**src/hw/transmit_descriptor_pointer_pkg.sv**
```systemverilog
// Package for the transmit descriptor pointer block.
// Assumes a single 50 MHz core clock and a plain register port.
package transmit_descriptor_pointer_pkg;
    localparam logic [7:0]  TRANSMIT_DESCRIPTOR_POINTER_OFFSET   = 8'h20;
    localparam logic [7:0]  CMD_OFFSET    = 8'h04;
    localparam logic [7:0]  STATUS_OFFSET = 8'h08;
    localparam int          TX_ENABLE_POS = 0;
    localparam int          LINK_OFFSET   = 0;
    localparam logic [31:0] TRANSMIT_DESCRIPTOR_POINTER_RESET    = 32'h0000_0000;
    localparam logic [31:0] NULL_LINK     = 32'h0000_0000;
    localparam logic [1:0]  ALIGN_MASK    = 2'h0;

    // Register port request
    typedef struct packed {
        logic [7:0]  addr;
        logic [31:0] wdata;
        logic        wr;
        logic        rd;
    } reg_req_t;

    // Descriptor memory fetch request and answer
    typedef struct packed {
        logic        valid;
        logic [31:0] addr;
    } fetch_req_t;

    typedef struct packed {
        logic        valid;
        logic [31:0] link;
    } fetch_rsp_t;
endpackage

```
**src/hw/tx_descriptor_list_pointer.sv**
```systemverilog
// Transmit descriptor list pointer with link-field fetch sequencer.
// Assumes a same-clock memory port that answers each fetch with one
// valid pulse, and a transmit engine that pulses desc_done per descriptor.
// Enable writes that arrive while the sequencer is busy are dropped; the
// walk already re-reads the current link each time a descriptor completes,
// so an appended descriptor is still found.
//
// Notes on behaviour
// - The pointer register is 32 bits wide, bits 31..2 hold the address, bits 1..0 unused.
// - While active, the pointer follows each descriptor along the linked list.
// - A null link field leaves the pointer on the current descriptor.
// - A write of the transmit enable bit while the sequencer is idle re-reads the current link field.
// - Hard and soft reset clear the pointer to zero.
//
// Design decision made here: the address-and-strobe port.
`timescale 1ns/10ps
module tx_descriptor_list_pointer (
    input  wire logic                 core_clk,
    input  wire logic                 rst,
    input  wire logic                 soft_rst,
    input  wire transmit_descriptor_pointer_pkg::reg_req_t   req,
    output      logic [31:0]          rdata,
    input  wire logic                 desc_done,
    output      transmit_descriptor_pointer_pkg::fetch_req_t fetch,
    input  wire transmit_descriptor_pointer_pkg::fetch_rsp_t fetch_rsp,
    output      logic                 tx_active,
    output      logic [31:0]          cur_desc
);
    import transmit_descriptor_pointer_pkg::*;

    typedef enum {ST_IDLE, ST_FETCH, ST_WAIT, ST_ACTIVE} tx_state_t;

    tx_state_t   state_q, state_d;
    logic [29:0] ptr_q, ptr_d;
    logic [31:0] rdata_q, rdata_d;
    logic        fetch_q, fetch_d;
    logic        at_end_q, at_end_d;
    logic        active_q, active_d;
    logic [31:0] fetch_addr_q, fetch_addr_d;
    logic        te_write;
    logic        ptr_write;

    // Strobe decodes; a command write with the enable bit clear is no command
    assign te_write  = req.wr && req.addr == CMD_OFFSET && req.wdata[TX_ENABLE_POS];
    assign ptr_write = req.wr && req.addr == TRANSMIT_DESCRIPTOR_POINTER_OFFSET;

    // Next-state logic for sequencer, pointer and read data
    always_comb begin
        state_d  = state_q;
        ptr_d    = ptr_q;
        fetch_d  = 1'b0;
        at_end_d = at_end_q;
        rdata_d  = 32'h0000_0000;
        unique case (state_q)
            ST_IDLE: begin
                if (ptr_write) begin
                    ptr_d = req.wdata[31:2];
                end
                if (te_write) begin
                    state_d = ST_FETCH;
                end
            end
            ST_FETCH: begin
                // Single-cycle request; the address flop is already loaded
                fetch_d = 1'b1;
                state_d = ST_WAIT;
            end
            ST_WAIT: begin
                // Answers outside this state are ignored
                if (fetch_rsp.valid) begin
                    if (fetch_rsp.link == NULL_LINK) begin
                        at_end_d = 1'b1;
                        state_d  = ST_IDLE;
                    end else begin
                        ptr_d    = fetch_rsp.link[31:2];
                        at_end_d = 1'b0;
                        state_d  = ST_ACTIVE;
                    end
                end
            end
            ST_ACTIVE: begin
                if (desc_done) begin
                    state_d = ST_FETCH;
                end
            end
        endcase
        if (req.rd) begin
            if (req.addr == TRANSMIT_DESCRIPTOR_POINTER_OFFSET) begin
                rdata_d = {ptr_q, ALIGN_MASK};
            end else if (req.addr == STATUS_OFFSET) begin
                rdata_d = {30'h0, at_end_q, state_q != ST_IDLE};
            end
        end
        // Next values of the output flops; busy follows the next state
        active_d     = state_d != ST_IDLE;
        fetch_addr_d = {ptr_d, ALIGN_MASK} + 32'(LINK_OFFSET);
    end

    // Registers; both resets clear the pointer
    always_ff @(posedge core_clk) begin
        if (rst || soft_rst) begin
            state_q  <= ST_IDLE;
            ptr_q    <= TRANSMIT_DESCRIPTOR_POINTER_RESET[31:2];
            fetch_q  <= 1'b0;
            at_end_q <= 1'b0;
            rdata_q  <= 32'h0000_0000;
        end else begin
            state_q  <= state_d;
            ptr_q    <= ptr_d;
            fetch_q  <= fetch_d;
            at_end_q <= at_end_d;
            rdata_q  <= rdata_d;
        end
    end

    // Output flops; the fetch address loads every cycle so that it is
    // already settled when the fetch pulse leaves the sequencer
    always_ff @(posedge core_clk) begin
        if (rst || soft_rst) begin
            active_q     <= 1'b0;
            fetch_addr_q <= 32'h0000_0000;
        end else begin
            active_q     <= active_d;
            fetch_addr_q <= fetch_addr_d;
        end
    end

    // Outputs from flops; the low pointer bits are fixed at zero
    assign rdata       = rdata_q;
    assign fetch.valid = fetch_q;
    assign fetch.addr  = fetch_addr_q;
    assign tx_active   = active_q;
    assign cur_desc    = {ptr_q, ALIGN_MASK};
endmodule

```
**config.mk**
```make
export PLATFORM = sky130hd
export DESIGN_NAME = tx_descriptor_list_pointer
export DESIGN_NICKNAME = d
export VERILOG_FILES = /design/src/hw/transmit_descriptor_pointer_pkg.sv /design/src/hw/tx_descriptor_list_pointer.sv
export SDC_FILE = /design/constraint.sdc
export NUM_CORES = 1
export LEC_CHECK = 0
export BUFFER_PORTS_ARGS = -buffer_cell sky130_fd_sc_hd__buf_2
export CAP_MARGIN = 15
export CELL_PAD_IN_SITES_DETAIL_PLACEMENT = 0
export CELL_PAD_IN_SITES_GLOBAL_PLACEMENT = 1
export CORE_UTILIZATION = 30
export CTS_CLUSTER_SIZE = 10
export DETAILED_ROUTE_END_ITERATION = 8
export PLACE_DENSITY = 0.7
export SYNTH_ARGS = -nofsm -noshare
export SYNTH_HDL_FRONTEND = slang
export SYNTH_SLANG_ARGS = --single-unit
```
**constraint.sdc**
```tcl
create_clock -name core_clk -period 2.25 [get_ports core_clk]
set_input_delay 0.225 -clock core_clk [delete_from_list [all_inputs] [get_ports core_clk]]
set_output_delay 0.225 -clock core_clk [all_outputs]
set_load 0.005 [all_outputs]
```
==> results of run 1 <==
-- through the flow --
step	util [%]	hold WS [ps]	total power, µW	setup slack (ps)
after CTS	40.6	129	3470	-18.8
final	41.7	136	3430	-35.4
after global placement	37.3	433	1900	4.04
after global routing	41.7	147	3560	-96.1
after floorplan	-	302	1810	108
after detailed placement	37.3	439	1900	-62.7
-- power groups by stage --
stage	Sequential, µW	Clock, µW	Combinational (µW)
after floorplan	1760	0	52.8
after global placement	1760	0	140
after detailed placement	1760	0	141
after CTS	1720	1610	143
after global routing	1720	1680	163
final	1720	1560	147
-- state kept, by name, summed over array words and instances, names as in the netlist --
signal	count
rdata	32
state_q	32
fetch_addr_q	30
at_end_q	1
fetch_q	1
tx_active	1
-- layout make-up --
| type | count | area [µm²] | area share (%) |
|---|---|---|---|
| timing repair buffer | 197 | 1170 | 22.2 |
| clock buffer | 12 | 246 | 4.68 |
| clock inverter | 4 | 58.8 | 1.12 |
| multi-input combinational | 218 | 1620 | 30.8 |
| sequential | 97 | 1940 | 36.9 |
| inverter | 3 | 11.3 | 0.214 |
| tap | 172 | 215 | 4.09 |
-- per-layer routing --
layer	share of wire, %	wire, µm
met5	0	0
met4	1.6	168
met3	4.5	465
met2	48	4970
met1	46	4790
-- placed cells by master, fill, tap and decap left out, drive strengths merged, types with 2 or more instances in the layout --
cell	netlist	layout
nor2	9	9
a21oi	33	33
inv	3	5
nand3	2	2
nor4	17	17
nor3	3	3
buf	49	195
nor3b	2	2
dfxtp	97	97
nand4	4	4
conb	1	4
a31oi	2	2
mux2i	32	32
nand2	4	4
and2	62	62
a211oi	30	30
or2	2	2
clkbuf	10	14
-- worst max path at each step --
| stage | start | endpoint | slack [ps] | cells past startpoint |
|---|---|---|---|---|
| 4_1_cts | state_q[7]$_SDFF_PP0_ | fetch_addr_q[11]$_SDFFE_PP0P_ | -20 | 7 |
| 2_1_floorplan | state_q[7]$_SDFF_PP0_ | fetch_addr_q[10]$_SDFFE_PP0P_ | 110 | 6 |
| 5_1_grt | state_q[7]$_SDFF_PP0_ | fetch_addr_q[10]$_SDFFE_PP0P_ | -100 | 7 |
| 6_report | state_q[7]$_SDFF_PP0_ | fetch_addr_q[15]$_SDFFE_PP0P_ | -40 | 7 |
| 3_5_place_dp | state_q[7]$_SDFF_PP0_ | fetch_addr_q[19]$_SDFFE_PP0P_ | -60 | 6 |
| 3_3_place_gp | state_q[7]$_SDFF_PP0_ | fetch_addr_q[19]$_SDFFE_PP0P_ | 4 | 6 |
-- cell families after synthesis --
kind of cell | share of synthesized area (%)
and+or+nand+nor | 18.1
DFF | 50.2
AOI/OAI and AO/OA | 12.5
buffers and inverters | 10.8
muxes | 8.28
other | 0.0969
-- critical path, delay by kind of cell (launching register included) --
| family | cells | cell delay (ps) |
|---|---|---|
| flops | 1 | 320 |
| simple gates | 4 | 1400 |
| compound gates | 1 | 70 |
| buf+inv | 2 | 380 |
-- Yosys cell counts --
| cell | count | area (µm²) |
|---|---|---|
| nor3_4 | 1 | 16.3 |
| o221a_1 | 1 | 11.3 |
| nand3b_1 | 1 | 7.51 |
| o21ai_1 | 1 | 5.00 |
| and2_1 | 62 | 388 |
| or3_4 | 1 | 11.3 |
| inv_1 | 3 | 11.3 |
| nand4b_1 | 1 | 8.76 |
| nor4_4 | 1 | 21.3 |
| buf_1 | 1 | 3.75 |
| nor3_1 | 2 | 10.0 |
| dfxtp_1 | 97 | 1940 |
| buf_6 | 3 | 33.8 |
| buf_4 | 42 | 315 |
| o2bb2ai_1 | 1 | 8.76 |
| mux2i_1 | 32 | 320 |
| o22ai_1 | 1 | 6.26 |
| a21o_1 | 1 | 7.51 |
| nand3_1 | 2 | 10.0 |
| a31oi_1 | 2 | 12.5 |
| or4b_1 | 1 | 10.0 |
| a21oi_1 | 32 | 160 |
| a211oi_1 | 24 | 180 |
| or4_1 | 1 | 7.51 |
| nor4_1 | 16 | 100 |
| buf_2 | 3 | 15.0 |
| clkbuf_1 | 10 | 37.5 |
| a211oi_2 | 6 | 75.1 |
| nor3b_1 | 2 | 15.0 |
| nor2_1 | 9 | 33.8 |
| conb_1 | 1 | 3.75 |
| nor4bb_1 | 1 | 10.0 |
| a21oi_2 | 1 | 8.76 |
| a2111oi_0 | 1 | 8.76 |
| or2_2 | 2 | 12.5 |
| nand2_1 | 4 | 15.0 |
| nand4_1 | 4 | 25.0 |
-- repair_timing --
action | 4_1_cts | 5_1_grt
pin swaps | 3 | 2
cloned | 2 | 2
setup endpoints to repair | 30 | 63
gates resized for setup | 9 | 20
setup buffers | 4 | 0
==> impl_metrics.toml, run 1 <==
[synth]
synth_sequential_area_ratio_pct = 50.2
synthesis.instances = 374
avgSynthCellArea_um2 = 10.3
synthesis.area_mm2 = 0.00387
ys_warn_count = 0
synth.lib_cells_used.distinct = 37
ys_ff_latch = 97

[sta]
final-hold-violation-count = 0
relSlewSlack_pct = 58.0
finalCritPeriodShare_pct = 102
unrepaired_setup_endpoints_after_global_routing = "true"
worst_slew_pin_slew_ps = 615
fin_setup_tns_ps = -327
finalCriticalPeriod_ps = 2290
maxSlewViolCount = 0
worst_slack_ps = -35.4
achievable-frequency_mhz = 438
report.final.setup_viol = 15
clock_skew_ps = 8.00

[clock_network]
clkTransAtPathRegs_ps = 70
tritoncts = "yes"
tritoncts.num_buffers = 9
clock_sinks = 97
htreeDepth = 3
hold_buffers = 0
root_buffer = "clkbuf_16"
worst_skew_pair.late_latency_ps = 350
clock_path_buffers = 2

[route]
drt-pass1-iter-count = 4
final_antenna_net_count = 0
vias = 3164
finalWirelength_mm = 10.4
wire_per_inst_um = 14.8
drt_iter0_drc = 86
post-route-drc-count = 0
avgViaCountPerCell = 4.50

[global_routing]
grt_util_all_layers_pct = 15.6
gr-max-usage-layer = "met2"
maximum_number_of_pins_on_one_net_before_global_route_repair = 22
grtUsageMet3_pct = 3.29
initial_antenna_violation_count = 0
gr-usage-met1_pct = 20.2
number_of_global_route_vias_before_repair = 2898
first_pass_grt_wire_length_mm = 15.4
met2_track_demand_over_resource_pct = 25.0
overflow = 0

[place]
placed_cells = 679
gpl.final_weighted_congestion = 0.752
io_buffers = 171
dpl.hpwl_mm = 7.43
placed_area_mm2 = 0.00471

[setup_path]
crit_path_end_kind = "flip-flop"
path_cells = "or4_4, or3_4, nor4_4, buf_4, and2_4, clkbuf_16, a211oi_1"
reg2reg_setup_slack_ps = -40
reg_to_reg_start = "state_q[7]$_SDFF_PP0_"
r2r.worst_path.cells = 7
critical-path-max-stage-delay_ps = 540
timing.critical_path.slowest_stage_cell = "or4_4"
cp-start-kind = "flip-flop"
critPathMaxFanout = 7
rr_endpoint = "fetch_addr_q[15]$_SDFFE_PP0P_"
timing.critical_path.required_ps = 2470
crit_arrival_ps = 2510
timing_worst_setup_path_type = "reg -> reg"

[power]
power_frac_comb_pct = 4.3
p_per_area_mw_per_mm2 = 651
total_switching_power_uw = 733
reported_leakage_power_uw = 0.00235
clkPwrFrac_pct = 45.6
worst_ir_drop_vdd_mv = 0.294
sequentialPowerShare_pct = 50.1
internal_power_uw = 2690
netSwitchingFraction_pct = 21.4

[die]
die-width_um = 116
fp.dieArea_mm2 = 0.0134
start_util_pct = 30.7
num_rows = 41
core_region_area_mm2 = 0.0126
floorplan.io_pins = 177
floorplan.die.height_um = 116

[status]
failing_checks = "setup timing"
run_status = "finished, violations left"

[hold_path]
holdPathStages = 2
timing.hold.worst.class = "in -> reg"
hold_path.startpoint = "req[39]"
hold_path_end = "rdata[1]$_SDFF_PP0_"

[run]
max-cap-violations = 0

[final_layout]
syn2layout_area_growth_pct = 36.1
final_layout_size_suffix_gt1_share_pct = 46.1
final-instance-count-excl-fill = 703
final_net_count = 605
num-fill-cells = 1299
finalInstanceArea_mm2 = 0.00527
antennaDiodeCount = 0
Power figures use the tool's default switching activity.
==> run 2, diff against run 1 <==
--- a/config.mk
+++ b/config.mk
@@ -12,6 +12,7 @@
 export CORE_UTILIZATION = 30
 export CTS_CLUSTER_SIZE = 10
 export DETAILED_ROUTE_END_ITERATION = 8
+export HOLD_SLACK_MARGIN = 0.15
 export PLACE_DENSITY = 0.7
 export SYNTH_ARGS = -nofsm -noshare
 export SYNTH_HDL_FRONTEND = slang
==> run 2 against run 1 <==
The flow still finishes with violations (setup timing). Sequential cell count unchanged. Cell count up 0.14%. Clock-buffer cell count unchanged. Core utilization up 0.079 points. Critical path type unchanged. Largest power group unchanged.
==> impl_metrics.toml, run 2 (synthesis results as in run 1) <==
[die]
die-width_um = 116
core_region_area_mm2 = 0.0126
start_util_pct = 30.7
num_rows = 41
fp.dieArea_mm2 = 0.0134
floorplan.io_pins = 177
floorplan.die.height_um = 116

[hold_path]
timing.hold.worst.class = "in -> reg"

[sta]
relSlewSlack_pct = 58.6
fin_setup_tns_ps = -327
unrepaired_setup_endpoints_after_global_routing = "true"
clock_skew_ps = 8.00
achievable-frequency_mhz = 438
worst_slack_ps = -35.4
finalCriticalPeriod_ps = 2290
finalCritPeriodShare_pct = 102
worst_slew_pin_slew_ps = 606
final-hold-violation-count = 0
report.final.setup_viol = 15
maxSlewViolCount = 0

[run]
max-cap-violations = 0

[power]
total_power_uw = 3430
p_per_area_mw_per_mm2 = 650
reported_leakage_power_uw = 0.00235
worst_ir_drop_vdd_mv = 0.294

[clock_network]
clock_path_buffers = 2
tritoncts = "yes"
worst_skew_pair.late_latency_ps = 350
clkTransAtPathRegs_ps = 70
root_buffer = "clkbuf_16"
tritoncts.num_buffers = 9
htreeDepth = 3
clock_sinks = 97

[final_layout]
mostFrequentLayoutCells = "buf_2, dfxtp_1, and2_1"
multiInputGateArea_mm2 = 0.00162
finalInstanceArea_mm2 = 0.00528
layout.area.seq_mm2 = 0.00194
mostFrequentLayoutCell = "buf_2"
finalCoreUtilization_pct = 41.8
syn2layout_area_growth_pct = 36.4
num-fill-cells = 1298
antennaDiodeCount = 0
final_layout_size_suffix_gt1_share_pct = 46.1
final_net_count = 606

[setup_path]
r2r.worst_path.cells = 7
rr_endpoint = "fetch_addr_q[15]$_SDFFE_PP0P_"
reg_to_reg_start = "state_q[7]$_SDFF_PP0_"
worstSetupStartpoint = "state_q[7]$_SDFF_PP0_"
reg2reg_setup_slack_ps = -40
crit_arrival_ps = 2510
cp-start-kind = "flip-flop"
crit_path_end_kind = "flip-flop"
timing.critical_path.required_ps = 2470
critPathMaxFanout = 7
critical_path.endpoint = "fetch_addr_q[15]$_SDFFE_PP0P_"
timing_worst_setup_path_type = "reg -> reg"

[place]
dpl.hpwl_mm = 7.43
io_buffers = 171
dp_slack_ps = -62.7
gpl.final_weighted_congestion = 0.752
placed_area_mm2 = 0.00471

[route]
wire_per_inst_um = 14.8
vias = 3175
drt_iter0_drc = 73
finalWirelength_mm = 10.4
final_antenna_net_count = 0
post-route-drc-count = 0
drt-pass1-iter-count = 4
avgViaCountPerCell = 4.51

[global_routing]
number_of_global_route_vias_before_repair = 2902
initial_antenna_violation_count = 0
maximum_number_of_pins_on_one_net_before_global_route_repair = 22
grt_util_all_layers_pct = 15.6
overflow = 0
first_pass_grt_wire_length_mm = 15.4

[status]
failing_checks = "setup timing"
run_status = "finished, violations left"
[run 2: power breakdown]
group          leakage (µW)  total, µW  internal [µW]  switching [µW]
logic               0.00142        148           72.9            75.1
registers          0.000781       1720           1720           0.482
clock network      0.000149       1570            907             659
[run 2: per-stage QoR]
stage	std cells	hold WS, ps
CTS	702	155
detailed placement	679	439
finish	704	161
global placement	679	433
global route	704	195
floorplan	377	302
[run 2: worst max-delay path: stages, from the launching register on]
cell and delay (ps):
dfxtp_2 320, or4_4 540, or3_4 370, nor4_4 260
buf_4 190, and2_4 230, clkbuf_16 190, a211oi_1 70
[run 2: repair_timing]
action | in CTS | in global routing
cloned | 2 | 2
buffers inserted | 4 | 0
pin swaps | 3 | 2
resized for setup | 9 | 20
setup endpoints to repair | 30 | 63
endpoints found under the hold margin | 1 | 0
hold buffers | 1 | 0
[run 2: how the worst min path moves through the flow]
| stage | startpoint | end | depth (start not counted) |
|---|---|---|---|
| 3_5_place_dp | state_q[8]$_SDFF_PP0_ | state_q[8]$_SDFF_PP0_ | 1 |
| 4_1_cts | rst | state_q[0]$_SDFF_PP0_ | 3 |
| 3_3_place_gp | state_q[8]$_SDFF_PP0_ | state_q[8]$_SDFF_PP0_ | 1 |
| 6_report | rst | state_q[0]$_SDFF_PP0_ | 3 |
| 5_1_grt | rst | state_q[0]$_SDFF_PP0_ | 3 |
| 2_1_floorplan | req[39] | rdata[1]$_SDFF_PP0_ | 1 |
[run 2: layer usage]
metal | wire length, µm | global-route usage, %
met1 | 4790 | 20.2
met2 | 4970 | 25.0
met3 | 465 | 3.29
met4 | 168 | 7.01
met5 | 0 | 0
[run 2: final cells by class]
| type | instances | share of cell area [%] |
|---|---|---|
| clock buffer | 12 | 4.67 |
| clock inverter | 4 | 1.11 |
| inverter | 3 | 0.213 |
| multi-input combinational | 218 | 30.8 |
| sequential | 97 | 36.8 |
| tap | 172 | 4.08 |
| timing repair buffer | 198 | 22.3 |
